### config.mk
export PLATFORM = sky130hd
export DESIGN_NAME = ardw_dma_writer
export DESIGN_NICKNAME = d
export VERILOG_FILES = /design/src/verilog/ardw_pkg.sv /design/src/verilog/ardw_dma_writer.sv
export VERILOG_INCLUDE_DIRS = /design/src /design/src/verilog
export SDC_FILE = /design/constraint.sdc
export NUM_CORES = 1
export LEC_CHECK = 0
export ABC_AREA = 1
export BUFFER_PORTS_ARGS = -buffer_cell sky130_fd_sc_hd__buf_4
export CORE_MARGIN = 2
export CORE_UTILIZATION = 49
export CTS_BUF_LIST = sky130_fd_sc_hd__clkbuf_16
export DETAILED_ROUTE_END_ITERATION = 16
export GPL_ROUTABILITY_DRIVEN = 0
export MAX_ROUTING_LAYER = met4
export PLACE_DENSITY = 0.7
export SKIP_CTS_REPAIR_TIMING = 1
export SLEW_MARGIN = 15
export SYNTH_ARGS = -nofsm -noshare
export SYNTH_HDL_FRONTEND = slang
export SYNTH_SLANG_ARGS = --single-unit
### constraint.sdc
create_clock -name clk_i -period 5.4 [get_ports clk_i]
set_input_delay 1.08 -clock clk_i [delete_from_list [all_inputs] [get_ports clk_i]]
set_output_delay 1.08 -clock clk_i [all_outputs]
set_load 0.005 [all_outputs]
### src/verilog/ardw_cfg.svh
// Purpose: offsets, field positions and reset values of the result writer
// Assumes: 32-bit classic Wishbone, one register per aligned word
// Notes: included by bare name
`ifndef ARDW_CFG_SVH
`define ARDW_CFG_SVH
// register byte offsets
`define ARDW_OFS_CFG 8'h00
`define ARDW_OFS_INSTR_DATA 8'h04
`define ARDW_OFS_INSTR_IDX 8'h08
`define ARDW_OFS_PTR_LOW 8'h0c
`define ARDW_OFS_PTR_HIGH 8'h10
`define ARDW_OFS_STATUS 8'h14
`define ARDW_OFS_MASK 8'h18
// engine_config_reg fields
`define ARDW_CFG_EN 0
`define ARDW_CFG_OFFCHIP 1
`define ARDW_CFG_HALT 2
`define ARDW_CFG_BUSY 3
`define ARDW_CFG_CONT 4
// status and mask fields
`define ARDW_ST_DONE 0
`define ARDW_ST_OVF 1
// instruction list
`define ARDW_LIST_DEPTH 16
`define ARDW_LIST_AW 4
// reset values
`define ARDW_RST_PTR 16'h0000
`define ARDW_RST_HALT 1'h0
`define ARDW_RST_MASK 2'h0
`endif

### src/verilog/ardw_pkg.sv
// Purpose: types shared by the result writer
// Assumes: nothing beyond the cfg header
// Notes: none
`default_nettype none
package ardw_pkg;
   // one byte write toward a data RAM
   typedef struct packed {
      logic we;
      logic [15:0] addr;
      logic [7:0] data;
   } ardw_mem_wr_type;
   // decoded instruction word
   typedef struct packed {
      logic is_end;
      logic cont;
      logic use_a;
      logic use_b;
      logic diff;
   } ardw_instr_type;
   typedef enum logic [1:0] {
      ST_IDLE,
      ST_FETCH,
      ST_WAIT,
      ST_WRITE
   } ardw_state_type;
endpackage
`default_nettype wire

### src/verilog/ardw_dma_writer.sv
// Purpose: instruction driven writer of converter results into data RAM
// Assumes: synchronous inputs, 10 MHz clk_i, sync active-high reset
// Notes: registers reached over classic Wishbone, 32-bit data
//
// The Wishbone slave port and the register addresses were decided locally.
`timescale 1ns/10ps
`default_nettype none
`include "ardw_cfg.svh"

// Summary of operation
// - each data instruction writes 2 or 4 bytes; end codes write none
// - 00000000b ends; 10000000b ends and leaves conversion continuous
// - x0010000b writes A high:low; x0100000b writes B high:low
// - x0110000b writes A pair then B pair, four bytes
// - x10x0000b writes the differential result from the A position
// - x11x0000b writes differential pair then B pair
// - instruction words share the instr_data_reg bit layout
// - on-chip writes happen only while the core leaves that RAM idle
// - halt 0 gives off-chip RAM to the engine, 1 to the core
// - with halt 0 core off-chip accesses never reach the RAM
// - off-chip writes wait until halt is 0 again
// - a result arriving before the previous is taken flags overflow
// - write_ptr_high and write_ptr_low hold the 16-bit write address
// - converters not used by the list stay under processor control
module ardw_dma_writer (
   // system
   input wire logic clk_i,
   input wire logic rst_i,
   // wishbone slave
   input wire logic wb_cyc_i,
   input wire logic wb_stb_i,
   input wire logic wb_we_i,
   input wire logic [7:0] wb_adr_i,
   input wire logic [3:0] wb_sel_i,
   input wire logic [31:0] wb_dat_i,
   output logic [31:0] wb_dat_o,
   output logic wb_ack_o,
   // converters
   input wire logic [15:0] conv_a_result_i,
   input wire logic conv_a_done_i,
   input wire logic [15:0] conv_b_result_i,
   input wire logic conv_b_done_i,
   output logic conv_a_dma_own_o,
   output logic conv_b_dma_own_o,
   output logic diff_mode_o,
   output logic continuous_o,
   // on-chip data RAM
   input wire logic core_ram_busy_i,
   output ardw_pkg::ardw_mem_wr_type onchip_wr_o,
   // off-chip data RAM
   input wire ardw_pkg::ardw_mem_wr_type core_xmem_i,
   output ardw_pkg::ardw_mem_wr_type offchip_wr_o,
   output logic core_xmem_grant_o,
   output logic offchip_busy_o,
   // interrupt
   output logic irq_o
);
   logic [7:0] instr_list [`ARDW_LIST_DEPTH];
   logic [`ARDW_LIST_AW-1:0] instr_idx;
   logic [`ARDW_LIST_AW-1:0] pc;
   logic cfg_en;
   logic cfg_offchip;
   logic offchip_halt;
   logic [7:0] write_ptr_high;
   logic [7:0] write_ptr_low;
   logic [1:0] stat;
   logic [1:0] mask;
   logic [31:0] rd_data;
   logic acc;
   logic wr;
   logic wr_lo;
   ardw_pkg::ardw_state_type state;
   ardw_pkg::ardw_instr_type cur;
   ardw_pkg::ardw_instr_type dec;
   logic [31:0] wbuf;
   logic [1:0] bytes_left;
   logic [15:0] hold [2];
   logic [1:0] valid;
   logic [1:0] take;
   logic [1:0] ovf;
   logic [1:0] done_in;
   logic [15:0] res_in [2];
   logic ready;
   logic issue;
   logic done_ev;
   logic [1:0] next_stat;

   function automatic ardw_pkg::ardw_instr_type decode(input logic [7:0] w);
      ardw_pkg::ardw_instr_type d;
      d = '0;
      if (w[6:0] == 7'h00) begin
         d.is_end = 1'b1;
         d.cont = w[7];
      end else if (w[3:0] == 4'h0) begin
         // same bit layout as instr_data_reg
         d.diff = w[6];
         d.use_a = w[6] | w[4];
         d.use_b = w[5];
      end else begin
         d.is_end = 1'b1;
      end
      return d;
   endfunction

   // bus decode
   assign acc = wb_cyc_i & wb_stb_i & ~wb_ack_o;
   assign wr = acc & wb_we_i;
   assign wr_lo = wr & wb_sel_i[0];

   always_ff @(posedge clk_i) begin
      if (rst_i) begin
         wb_ack_o <= 1'b0;
      end else begin
         wb_ack_o <= acc;
      end
   end

   always_comb begin
      rd_data = 32'h0000_0000;
      unique case (wb_adr_i)
         `ARDW_OFS_CFG: begin
            rd_data[`ARDW_CFG_EN] = cfg_en;
            rd_data[`ARDW_CFG_OFFCHIP] = cfg_offchip;
            rd_data[`ARDW_CFG_HALT] = offchip_halt;
            rd_data[`ARDW_CFG_BUSY] = offchip_busy_o;
            rd_data[`ARDW_CFG_CONT] = continuous_o;
         end
         `ARDW_OFS_INSTR_DATA: rd_data[7:0] = instr_list[instr_idx];
         `ARDW_OFS_INSTR_IDX: rd_data[`ARDW_LIST_AW-1:0] = instr_idx;
         `ARDW_OFS_PTR_LOW: rd_data[7:0] = write_ptr_low;
         `ARDW_OFS_PTR_HIGH: rd_data[7:0] = write_ptr_high;
         `ARDW_OFS_STATUS: rd_data[1:0] = stat;
         `ARDW_OFS_MASK: rd_data[1:0] = mask;
         default: rd_data = 32'h0000_0000;
      endcase
   end

   always_ff @(posedge clk_i) begin
      if (rst_i) begin
         wb_dat_o <= 32'h0000_0000;
      end else if (acc & ~wb_we_i) begin
         wb_dat_o <= rd_data;
      end
   end

   // configuration; a finished list clears the enable
   always_ff @(posedge clk_i) begin
      if (rst_i) begin
         cfg_en <= 1'b0;
         cfg_offchip <= 1'b0;
         offchip_halt <= `ARDW_RST_HALT;
         mask <= `ARDW_RST_MASK;
      end else begin
         if (wr_lo && wb_adr_i == `ARDW_OFS_CFG) begin
            cfg_en <= wb_dat_i[`ARDW_CFG_EN];
            cfg_offchip <= wb_dat_i[`ARDW_CFG_OFFCHIP];
            offchip_halt <= wb_dat_i[`ARDW_CFG_HALT];
         end else if (done_ev) begin
            cfg_en <= 1'b0;
         end
         if (wr_lo && wb_adr_i == `ARDW_OFS_MASK) begin
            mask <= wb_dat_i[1:0];
         end
      end
   end

   // instruction list loading, index steps after each data write
   always_ff @(posedge clk_i) begin
      if (rst_i) begin
         instr_idx <= '0;
      end else if (wr_lo && wb_adr_i == `ARDW_OFS_INSTR_IDX) begin
         instr_idx <= wb_dat_i[`ARDW_LIST_AW-1:0];
      end else if (wr_lo && wb_adr_i == `ARDW_OFS_INSTR_DATA) begin
         instr_idx <= instr_idx + 1'b1;
      end
   end

   always_ff @(posedge clk_i) begin
      if (wr_lo && wb_adr_i == `ARDW_OFS_INSTR_DATA) begin
         instr_list[instr_idx] <= wb_dat_i[7:0];
      end
   end

   // converter result holding, one slot per converter
   assign res_in[0] = conv_a_result_i;
   assign res_in[1] = conv_b_result_i;
   assign done_in = {conv_b_done_i, conv_a_done_i};
   assign dec = decode(instr_list[pc]);
   assign ready = (~cur.use_a | valid[0]) & (~cur.use_b | valid[1]);
   assign take = (state == ardw_pkg::ST_WAIT && ready) ?
      {cur.use_b, cur.use_a} : 2'b00;

   genvar gi;
   generate
      for (gi = 0; gi < 2; gi++) begin : g_conv
         // an unconsumed word blocks the new one
         assign ovf[gi] = done_in[gi] & valid[gi] & ~take[gi];
         always_ff @(posedge clk_i) begin
            if (rst_i) begin
               valid[gi] <= 1'b0;
               hold[gi] <= 16'h0000;
            end else if (done_in[gi] && !ovf[gi]) begin
               valid[gi] <= 1'b1;
               hold[gi] <= res_in[gi];
            end else if (take[gi]) begin
               valid[gi] <= 1'b0;
            end
         end
      end
   endgenerate

   // engine sequencing
   assign issue = state == ardw_pkg::ST_WRITE &&
      (cfg_offchip ? ~offchip_halt : ~core_ram_busy_i);
   assign done_ev = state == ardw_pkg::ST_FETCH && dec.is_end;

   always_ff @(posedge clk_i) begin
      if (rst_i) begin
         state <= ardw_pkg::ST_IDLE;
         pc <= '0;
         cur <= '0;
         wbuf <= 32'h0000_0000;
         bytes_left <= 2'h0;
         continuous_o <= 1'b0;
      end else if (!cfg_en) begin
         state <= ardw_pkg::ST_IDLE;
         pc <= '0;
         cur <= '0;
      end else begin
         unique case (state)
            ardw_pkg::ST_IDLE: begin
               state <= ardw_pkg::ST_FETCH;
               pc <= '0;
               continuous_o <= 1'b0;
            end
            ardw_pkg::ST_FETCH: begin
               pc <= pc + 1'b1;
               cur <= dec;
               if (dec.is_end) begin
                  continuous_o <= dec.cont;
                  state <= ardw_pkg::ST_IDLE;
               end else begin
                  state <= ardw_pkg::ST_WAIT;
               end
            end
            ardw_pkg::ST_WAIT: begin
               if (ready) begin
                  // first pair: A or differential, then B
                  wbuf <= cur.use_a ? {hold[0], hold[1]} :
                     {hold[1], 16'h0000};
                  bytes_left <= (cur.use_a & cur.use_b) ? 2'h3 : 2'h1;
                  state <= ardw_pkg::ST_WRITE;
               end
            end
            ardw_pkg::ST_WRITE: begin
               if (issue) begin
                  wbuf <= {wbuf[23:0], 8'h00};
                  bytes_left <= bytes_left - 1'b1;
                  if (bytes_left == 2'h0) begin
                     state <= ardw_pkg::ST_FETCH;
                  end
               end
            end
         endcase
      end
   end

   // write pointer, software load wins over stepping
   always_ff @(posedge clk_i) begin
      if (rst_i) begin
         {write_ptr_high, write_ptr_low} <= `ARDW_RST_PTR;
      end else if (wr_lo && wb_adr_i == `ARDW_OFS_PTR_LOW) begin
         write_ptr_low <= wb_dat_i[7:0];
      end else if (wr_lo && wb_adr_i == `ARDW_OFS_PTR_HIGH) begin
         write_ptr_high <= wb_dat_i[7:0];
      end else if (issue) begin
         {write_ptr_high, write_ptr_low} <=
            {write_ptr_high, write_ptr_low} + 16'h0001;
      end
   end

   // on-chip RAM port
   always_ff @(posedge clk_i) begin
      if (rst_i) begin
         onchip_wr_o <= '0;
      end else begin
         onchip_wr_o.we <= issue & ~cfg_offchip;
         onchip_wr_o.addr <= {write_ptr_high, write_ptr_low};
         onchip_wr_o.data <= wbuf[31:24];
      end
   end

   // off-chip RAM port, owned by the engine while halt is 0
   always_ff @(posedge clk_i) begin
      if (rst_i) begin
         offchip_wr_o <= '0;
         offchip_busy_o <= 1'b0;
         core_xmem_grant_o <= 1'b0;
      end else begin
         core_xmem_grant_o <= offchip_halt;
         offchip_busy_o <= issue & cfg_offchip;
         if (offchip_halt) begin
            offchip_wr_o <= core_xmem_i;
         end else begin
            // core accesses dropped here
            offchip_wr_o.we <= issue & cfg_offchip;
            offchip_wr_o.addr <= {write_ptr_high, write_ptr_low};
            offchip_wr_o.data <= wbuf[31:24];
         end
      end
   end

   // converter ownership
   always_ff @(posedge clk_i) begin
      if (rst_i) begin
         conv_a_dma_own_o <= 1'b0;
         conv_b_dma_own_o <= 1'b0;
         diff_mode_o <= 1'b0;
      end else begin
         conv_a_dma_own_o <= cfg_en & cur.use_a;
         conv_b_dma_own_o <= cfg_en & cur.use_b;
         diff_mode_o <= cfg_en & cur.diff;
      end
   end

   // sticky status, write one to clear, set wins
   assign next_stat = (stat & ~((wr_lo && wb_adr_i == `ARDW_OFS_STATUS) ?
      wb_dat_i[1:0] : 2'b00)) | {|ovf, done_ev};

   always_ff @(posedge clk_i) begin
      if (rst_i) begin
         stat <= 2'b00;
         irq_o <= 1'b0;
      end else begin
         stat <= next_stat;
         irq_o <= |(next_stat & mask);
      end
   end
endmodule
`default_nettype wire

==> results of run 1 <==
-- path summary, 6_finish.rpt --
check,startpoint,to,depth (start not counted)
max reg2reg,state[0]$_SDFFE_PP0P_,wbuf[8]$_SDFFE_PP0P_,7
max,wb_adr_i[7],instr_list[12][6]$_DFFE_PP_,8
min,wbuf[24]$_SDFFE_PP0P_,onchip_wr_o[0]$_SDFF_PP0_,2
min reg2reg,wbuf[24]$_SDFFE_PP0P_,onchip_wr_o[0]$_SDFF_PP0_,2
-- per-layer routing --
metal	global-route usage, %	routed length, um	vias to the layer above
met5	-	0	-
met3	5.67	3360	93
met2	39.1	17000	510
met1	32.6	14600	5236
li1	-	-	5332
met4	8.66	1160	0
-- critical path: stages --
cell and delay, ns:
buf_4 0.12, nor2_4 0.13, nand3_2 0.19, nor2_2 0.35, nand2_1 0.22, inv_1 0.15
nand2_1 0.20, nor2_1 0.69
-- synthesized netlist by cell type, drive strengths merged, types with 23 or more instances --
| cell type | number |
|---|---|
| nor2 | 210 |
| nand2 | 207 |
| inv | 168 |
| edfxtp | 160 |
| o21ai | 158 |
| dfxtp | 146 |
| nand3 | 110 |
| a21oi | 107 |
| buf | 63 |
| clkbuf | 32 |
| o211ai | 30 |
| o22a | 23 |
-- flip-flops by register name (all words and copies together), names as in the netlist, 3 cells and up, named ones only --
register / flops
cur: 3
write_ptr_high: 8
instr_list: 128
wbuf: 32
offchip_wr_o: 25
instr_idx: 4
onchip_wr_o: 25
pc: 4
wb_dat_o: 8
write_ptr_low: 8
hold: 32
-- kinds of logic (layout without fill, tap and decap cells) --
group	Yosys count	in the layout	synth area share, %
AO/OA/AOI/OAI	357	357	15.2
XOR/XNOR	10	10	0.641
adder cells (fa/ha/maj)	12	12	1.10
buffers and inverters	264	387	8.53
flip-flops	306	306	56.5
other	1	24	0.0274
AND/OR/NAND/NOR	557	557	18.0
-- power groups by stage --
stage               Sequential, mW  Combinational (mW)  Clock (mW)
finish                        2.48               0.147        2.32
detailed placement            2.53               0.147           0
global route                  2.48               0.164        2.44
global placement              2.53               0.144           0
CTS                           2.48               0.148        2.35
floorplan                     2.52              0.0687           0
-- cells in the final DEF (no fill, tap or decap), drive strengths merged, types with 2 or more instances in the layout --
cell,Yosys,final
nor2,210,210
nand2,207,207
inv,168,181
edfxtp,160,160
o21ai,158,158
buf,63,156
dfxtp,146,146
nand3,110,110
a21oi,107,107
clkbuf,32,34
o211ai,30,30
conb,1,24
o22a,23,23
ha,12,12
a22oi,11,11
xor2,10,10
o221ai,10,10
nand3b,10,10
clkinv,1,10
nand4,9,9
nor3,7,7
o22ai,6,6
a31oi,5,5
bufinv,0,5
a221oi,3,3
a211oi,2,2
and2,2,2
-- layout make-up --
| type | count | area share (%) |
|---|---|---|
| multi-input cells | 960 | 30.4 |
| well taps | 378 | 2.95 |
| repair buffers | 156 | 7.31 |
| inverters | 169 | 3.99 |
| flip-flops and latches | 306 | 48.3 |
| clock inverters | 28 | 1.74 |
| clock buffers | 34 | 5.31 |
==> impl_metrics.csv, run 1 <==
group,metric,value,unit
placement,portBuffers,147,
grt,grt_max_degree,61,
critical_path,endpoint_kind,"flop",
placement,place_area,14900,um^2
timing,tightest_slew,1.15,ns
timing,hold_ws,0.440,ns
pwr,vdd_ir_drop_max,0.184,mV
critical_path,worstSetupPathType,"in -> reg",
timing,drv_slew,0,
yosys,synth_seq_area_share,56.5,%
yosys,ys_ff_latch,306,
grt,first_global_vias,10500,
timing,skew,0.0230,ns
job,max_cap_violations,0,
critical_path,critPathMaxFanout,9,
clock_network,cts_tree,"yes",
detailed_routing,drt_iter0_drc,1141,
timing,fin_setup_tns,0,ns
critical_path,arrival,3.14,ns
timing,hold_violations,0,
outcome,outcome,"complete, no violations",
detailed_routing,via_count,11200,
finish,final-seq-area,7730,um^2
yosys,synth-edff-count,160,
yosys,async_reset_ff_share,0,%
detailed_routing,antenna_left,0,
clock_network,insertion_delay,0.52,ns
pwr,clockPowerShare,46.8,%
timing,finalSetupViolCount,0,
finish,layout-drive-gt1-share,15.3,%
floorplanning,die_y,171,um
placement,placed_cells,1969,
floorplanning,rows,61,
finish,fill_cells,2428,
critical_path,rrSetupSlack,2.88,ns
placement,dp_worst_setup_slack,1.91,ns
finish,multi_input_area,4870,um^2
yosys,synth.avg_cell_area,9.07,um^2
pwr,power_density,309,nW/um^2
pwr,combPwrFrac,3.0,%
critical_path,crit_required,5.53,ns
pwr,power,4.94,mW
clock_network,cts_made_buffers,34,
pwr,p_int,3.92,mW
detailed_routing,finalWirelength,36200,um
yosys,synth_area_leader_cell,"edfxtp_1",
floorplanning,ios,199,
floorplanning,start_util,49.5,%
finish,instances_no_fill,2031,
finish,fin_area,16000,um^2
finish,post-route-util,58.0,%
timing,period_needed,3.01,ns
pwr,swShare,20.7,%
worst_hold_path,hp-class,"reg -> reg",
grt,overflow,0,
grt,grt_usage,25.1,%
floorplanning,die_area,29300,um^2
critical_path,start_kind,"primary input",
floorplanning,die_w,171,um
yosys,synth_top_cell_area_share,35.1,%
yosys,synth.area.top_cells,"edfxtp_1, dfxtp_1, nand2_1, nor2_1, o21ai_0",
timing,post-route-period-util,55.7,%
grt,grt_pass1_wl,55600,um
detailed_routing,wl_per_cell,17.8,um
clock_network,cts.sink_count,306,
detailed_routing,post-route-drc-count,0,
yosys,synth_area,13700,um^2
detailed_routing,firstDrtPassIters,6,
pwr,pwr-share-seq,50.2,%
grt,antenna_found_initial,0,
clock_network,cts_max_level,2,
yosys,ys.warnings.count,0,
pwr,p_leak,6.43,nW
placement,post-dp-hpwl,24300,um
clock_network,root_buffer,"clkbuf_16",
timing,rsz0062_at_grt,"no",
pwr,p_sw,1.02,mW
finish,fin_nets,1748,
yosys,ys.flop_type,"edfxtp_1",
detailed_routing,vias_per_cell,5.50,
timing,slew_headroom,23.3,%
clock_network,clk_pin_slew_worst_paths,0.06,ns
yosys,yosysUniqueCellTypes,48,
timing,setup_slack,2.39,ns
floorplanning,design.core.area,27600,um^2
clock_network,clockBufferDepth,3,
finish,diodes,0,
timing,fmax,333,MHz
finish,syn_to_final_growth,17.1,%
yosys,postSynthCellCount,1507,
(Power assumes the default switching activity.)
==> run 2: changes to the inputs <==
--- a/config.mk
+++ b/config.mk
@@ -6,7 +6,7 @@
 export SDC_FILE = /design/constraint.sdc
 export NUM_CORES = 1
 export LEC_CHECK = 0
-export ABC_AREA = 1
+export ABC_AREA = 0
 export BUFFER_PORTS_ARGS = -buffer_cell sky130_fd_sc_hd__buf_4
 export CORE_MARGIN = 2
 export CORE_UTILIZATION = 49
@@ -14,7 +14,7 @@
 export DETAILED_ROUTE_END_ITERATION = 16
 export GPL_ROUTABILITY_DRIVEN = 0
 export MAX_ROUTING_LAYER = met4
-export PLACE_DENSITY = 0.7
+export PLACE_DENSITY = 0.73
 export SKIP_CTS_REPAIR_TIMING = 1
 export SLEW_MARGIN = 15
 export SYNTH_ARGS = -nofsm -noshare
==> constraint.sdc (replaced) <==
create_clock -name clk_i -period 2.4 [get_ports clk_i]
set_input_delay 0.48 -clock clk_i [delete_from_list [all_inputs] [get_ports clk_i]]
set_output_delay 0.48 -clock clk_i [all_outputs]
set_load 0.005 [all_outputs]
==> run 2 against run 1 <==
The run now ends with setup timing left. Register-to-register slack lost 3.0 ns. First-iteration DRC count shrank 18%. Sequential cell count unchanged. Non-clock buffer count increased by 62. Routed wire length down 6.1%. Synthesized cell count fell by 27%.
==> impl_metrics.csv, run 2 <==
group,metric,value,unit
floorplanning,rows,60,
yosys,synth-edff-count,160,
timing,fmax,401,MHz
clock_network,clk_pin_slew_worst_paths,0.07,ns
placement,post-dp-hpwl,23200,um
grt,overflow,0,
floorplanning,design.core.area,26900,um^2
placement,portBuffers,147,
floorplanning,die_y,169,um
clock_network,cts.sink_count,306,
detailed_routing,post-route-drc-count,0,
finish,layout_commonest_cell,"buf_4",
pwr,vdd_ir_drop_max,0.493,mV
pwr,power_density,646,nW/um^2
grt,grt_max_degree,106,
grt,grt_usage,23.8,%
detailed_routing,finalWirelength,34000,um
yosys,post-synth-top-count-cell,"edfxtp_1",
yosys,postSynthCellCount,1101,
outcome,violations,"setup timing",
grt,antenna_found_initial,1,
clock_network,clockBufferDepth,3,
timing,fin_setup_tns,-0.280,ns
floorplanning,start_util,49.7,%
finish,layout_common_cells,"buf_4, edfxtp_1, dfxtp_1",
timing,period_needed,2.49,ns
critical_path,worstSetupPathType,"reg -> reg",
outcome,outcome,"finished with violations",
timing,rsz0062_at_grt,"yes",
pwr,p_leak,5.86,nW
detailed_routing,vias_per_cell,5.78,
timing,finalSetupViolCount,6,
finish,top_register,"instr_list",
finish,layout-drive-gt1-share,29.2,%
floorplanning,ios,199,
yosys,synth_seq_area_share,57.9,%
floorplanning,die_w,169,um
critical_path,critPathMaxFanout,8,
job,max_cap_violations,0,
timing,post-route-period-util,104,%
yosys,synth.avg_cell_area,12.1,um^2
finish,final-seq-area,7730,um^2
detailed_routing,drt_iter0_drc,939,
critical_path,start_kind,"flop",
timing,setup_slack,-0.0941,ns
detailed_routing,wl_per_cell,20.6,um
finish,largest_reg_flops,128,
yosys,synth_area,13400,um^2
yosys,ys_ff_latch,306,
clock_network,root_buffer,"clkbuf_16",
timing,slew_headroom,37.0,%
worst_hold_path,hp-class,"in -> reg",
timing,drv_slew,0,
floorplanning,die_area,28600,um^2
detailed_routing,via_count,9516,
timing,hold_ws,0.116,ns
clock_network,cts_made_buffers,30,
finish,fin_nets,1401,
finish,reg_top3,"instr_list (128), hold (32), wbuf (32)",
detailed_routing,antenna_left,0,
yosys,yosysUniqueCellTypes,59,
critical_path,crit_required,2.84,ns
grt,first_global_vias,9012,
yosys,synth_top_cell_area_share,36.0,%
yosys,async_reset_ff_share,0,%
finish,syn_to_final_growth,23.0,%
grt,grt_pass1_wl,51100,um
timing,tightest_slew,0.941,ns
yosys,synth_common_cells,"edfxtp_1, dfxtp_1, nand2_1, nor2_1, mux4_2",
clock_network,cts_max_level,1,
detailed_routing,firstDrtPassIters,5,
clock_network,cts_tree,"yes",
finish,multi_input_area,5390,um^2
timing,skew,0.0249,ns
finish,post-route-util,61.1,%
critical_path,arrival,2.93,ns
critical_path,endpoint_kind,"flop",
yosys,synth_area_leader_cell,"edfxtp_1",
timing,hold_violations,0,
clock_network,insertion_delay,0.55,ns
yosys,ys.warnings.count,0,
yosys,synth.area.top_cells,"edfxtp_1, dfxtp_1, mux4_2, mux2i_1, nand2_1",
yosys,ys.flop_type,"edfxtp_1",
finish,fill_cells,2063,
==> run 2: layout make-up <==
type | count | area share, %
flip-flops and latches | 306 | 47.1
clock inverters | 23 | 1.05
well taps | 341 | 2.60
clock buffers | 33 | 5.03
repair buffers | 218 | 11.1
inverters | 14 | 0.320
diodes | 1 | 0.0152
multi-input cells | 710 | 32.8
==> run 2: metal layers <==
| layer | routed length [um] | share of wire, % | vias up | global-route usage (%) |
|---|---|---|---|---|
| met5 | 0 | 0 | - | - |
| met4 | 1040 | 3.1 | 0 | 7.43 |
| met3 | 3060 | 9.0 | 71 | 4.14 |
| met2 | 16400 | 48 | 464 | 38.8 |
| met1 | 13500 | 40 | 4605 | 30.8 |
| li1 | - | - | 4376 | - |
==> run 2: cells by family after synthesis <==
group,Yosys count,synth area share [%]
other cells,1,0.0281
simple gates,385,14.7
flops,306,57.9
compound gates,171,8.10
buf+inv,108,3.93
mux,109,13.7
xor+xnor,9,0.590
fa+ha+maj,12,1.12
==> run 2: report_power, final <==
part | internal [mW] | switching [mW]
clock network | 2.69 | 1.98
logic | 0.148 | 0.211
registers | 5.55 | 0.0219
total | 8.39 | 2.21
==> run 2: worst paths after layout <==
| path | startpoint | endpoint | slack, ns | cells past startpoint |
|---|---|---|---|---|
| setup / recovery | flop | stat[0]$_SDFF_PP0_ | -0.09 | 9 |
| hold / removal | core_ram_busy_i | onchip_wr_o[24]$_SDFF_PP0_ | 0.12 | 2 |
| setup reg to reg | flop | stat[0]$_SDFF_PP0_ | -0.09 | 9 |
| hold reg to reg | wbuf[2]$_SDFFE_PP0P_ | wbuf[2]$_SDFFE_PP0P_ | 0.45 | 2 |
==> run 2: per-stage QoR <==
step                      worst slack [ns]  total power [mW]  area [um^2]  cells
after floorplan                    -0.0392              5.84        13500   1124
after global placement              -0.303              6.04        15100   1578
after detailed placement            -0.309              6.05        15100   1578
after CTS                          -0.0951              10.7        16100   1634
after global routing                -0.176              10.9        16400   1646
final                              -0.0941              10.6        16400   1646
==> run 2: worst max-delay path, cell delays in order, from the launching register on <==
cell and delay [ns]:
dfxtp_4 0.36, buf_12 0.15, buf_12 0.13, or4_1 0.54, o221ai_2 0.23, o21ai_2 0.12, mux4_2 0.52, inv_2 0.10
a21oi_4 0.07, o21ba_1 0.16
==> run 3: changes to the inputs <==
--- a/config.mk
+++ b/config.mk
@@ -15,8 +15,9 @@
 export GPL_ROUTABILITY_DRIVEN = 0
 export MAX_ROUTING_LAYER = met4
 export PLACE_DENSITY = 0.73
+export REMOVE_ABC_BUFFERS = 1
 export SKIP_CTS_REPAIR_TIMING = 1
-export SLEW_MARGIN = 15
+export SLEW_MARGIN = 20
 export SYNTH_ARGS = -nofsm -noshare
 export SYNTH_HDL_FRONTEND = slang
 export SYNTH_SLANG_ARGS = --single-unit
==> run 3 against run 2 <==
The run still ends with setup timing left. Register-to-register slack better by 0.06 ns. Design area up 0.75%. Sequential share of layout area fell by 0.35 points. Critical endpoint is now irq_o$_SDFF_PP0_. Clock skew increased by 0.0039 ns. Hold slack got worse by 0.0067 ns. Maximum frequency grew 2.6%. Routed wire length grew 0.13%. Final cell count up 1.5%. First-iteration DRC count rose by 5.0%. Die area is the same. Largest power group unchanged.
==> impl_metrics.csv, run 3 (same netlist as run 2, synthesis figures left out) <==
group,metric,value,unit
finish,layout_commonest_cell,"buf_4",
finish,top_register,"instr_list",
worst_hold_path,min_from,"core_ram_busy_i",
floorplanning,die_w,169,um
detailed_routing,antenna_left,0,
detailed_routing,via_count,9594,
floorplanning,start_util,49.7,%
timing,finalSetupViolCount,3,
grt,overflow,0,
critical_path,arrival,2.90,ns
grt,grt_max_degree,76,
worst_hold_path,hold_depth,2,
grt,grt_pass1_wl,51600,um
critical_path,cp_top_family,"multiplexers",
pwr,p_int,8.38,mW
grt,gr-usage-met3,4.44,%
timing,tightest_slew,0.602,ns
detailed_routing,wl_per_cell,20.4,um
timing,hold_violations,0,
clock_network,clockBufferDepth,3,
floorplanning,die_area,28600,um^2
critical_path,crit_path_max_incr_delay,0.56,ns
critical_path,rr_worst_depth,6,
timing,drv_slew,0,
timing,hold_ws,0.110,ns
critical_path,path_cells,"clkbuf_16, mux4_2, mux4_2, or3_4, a21oi_4, o2bb2ai_1",
floorplanning,die_y,169,um
clock_network,cts.sink_count,306,
clock_network,insertion_delay,0.57,ns
critical_path,cp_common_cell,"mux4_2",
critical_path,reg2reg_to,"irq_o$_SDFF_PP0_",
critical_path,crit_required,2.87,ns
pwr,combPwrFrac,3.4,%
grt,grt.met2_usage,38.2,%
clock_network,cts_max_level,1,
grt,grt_usage,23.9,%
job,max_cap_violations,0,
grt,met1_usage,31.3,%
critical_path,rrSetupSlack,-0.03,ns
pwr,pwr-share-seq,52.5,%
detailed_routing,finalWirelength,34000,um
detailed_routing,drt_iter0_drc,986,
pwr,p_leak,5.93,nW
worst_hold_path,hp-class,"in -> reg",
finish,diodes,0,
outcome,violations,"setup timing",
floorplanning,ios,199,
pwr,vdd_ir_drop_max,0.911,mV
clock_network,root_buffer,"clkbuf_16",
grt,grt_busiest_layer,"met2",
finish,syn_to_final_growth,23.9,%
clock_network,cts_tree,"yes",
placement,place_area,15300,um^2
timing,skew,0.0287,ns
clock_network,clk_pin_slew_worst_paths,0.06,ns
finish,layout_common_cells,"buf_4, edfxtp_1, dfxtp_1",
placement,portBuffers,147,
finish,fin_area,16500,um^2
placement,dp_worst_setup_slack,-0.565,ns
critical_path,endpoint_kind,"flop",
placement,post-dp-hpwl,22800,um
outcome,outcome,"finished with violations",
timing,fmax,411,MHz
finish,fin_nets,1425,
grt,antenna_found_initial,0,
timing,setup_slack,-0.0319,ns
finish,post-route-util,61.6,%
detailed_routing,vias_per_cell,5.74,
detailed_routing,post-route-drc-count,0,
finish,reg_top3,"instr_list (128), hold (32), wbuf (32)",
timing,rsz0062_at_grt,"yes",
critical_path,cpMaxStageDelayCell,"mux4_2",
floorplanning,design.core.area,26900,um^2
finish,layout-drive-gt1-share,29.3,%
pwr,clockPowerShare,44.1,%
worst_hold_path,hold_path_end,"onchip_wr_o[24]$_SDFF_PP0_",
timing,period_needed,2.43,ns
pwr,swShare,21.1,%
floorplanning,rows,60,
detailed_routing,firstDrtPassIters,6,
critical_path,start_kind,"flop",
timing,slew_headroom,59.8,%
critical_path,critPathMaxFanout,6,
grt,first_global_vias,9155,
critical_path,worstSetupPathType,"reg -> reg",
timing,post-route-period-util,101,%
clock_network,cts_made_buffers,31,
pwr,p_sw,2.24,mW
pwr,power_density,642,nW/um^2
finish,largest_reg_flops,128,
critical_path,worst-path-buf-inv,1,
[run 3: worst reg2reg max path: stages (launching register included)]
cell and delay, ns:
dfxtp_4 0.39, clkbuf_16 0.17, mux4_2 0.56, mux4_2 0.52, or3_4 0.38, a21oi_4 0.20, o2bb2ai_1 0.14
[run 3: cell type report]
type / count / area [um^2]
Inverter: 14 / 52.6
Multi-Input combinational cell: 710 / 5380
Timing Repair Buffer: 241 / 1960
Fill cell: 2074 / 10300
Sequential cell: 306 / 7730
Clock inverter: 27 / 220
Tap cell: 341 / 427
Clock buffer: 31 / 776
[run 3: stage by stage]
stage / std cells / power (mW) / TNS [ns]
floorplan: 1030 / 5.77 / -129.16
finish: 1670 / 10.6 / -0.0755
global placement: 1606 / 6.04 / -53.40
CTS: 1664 / 10.7 / -0.590
detailed placement: 1606 / 6.05 / -71.01
global route: 1670 / 10.9 / -0.404
[run 3: worst max-delay path by stage]
stage / end / depth (start not counted) / startpoint
after global placement: instr_list[4][6]$_DFFE_PP_ / 9 / wb_adr_i[6]
after CTS: cfg_en$_SDFFE_PP0P_ / 9 / flop
final: irq_o$_SDFF_PP0_ / 6 / flop
after floorplan: wb_dat_o[0]$_SDFFE_PP0P_ / 5 / flop
after detailed placement: instr_list[4][4]$_DFFE_PP_ / 9 / wb_adr_i[6]
after global routing: irq_o$_SDFF_PP0_ / 9 / flop
[run 3: per-layer routing]
layer	vias to the layer above	wire length, um
met3	92	3130
li1	4428	-
met4	0	1130
met1	4611	13700
met5	-	0
met2	463	16100
[run 3: power by group through the flow]
stage	Combinational (mW)	Clock (mW)	Sequential, mW
after global placement	0.354	0	5.69
final	0.361	4.69	5.57
after floorplan	0.0905	0	5.68
after CTS	0.360	4.76	5.57
after detailed placement	0.359	0	5.69
after global routing	0.393	4.96	5.58
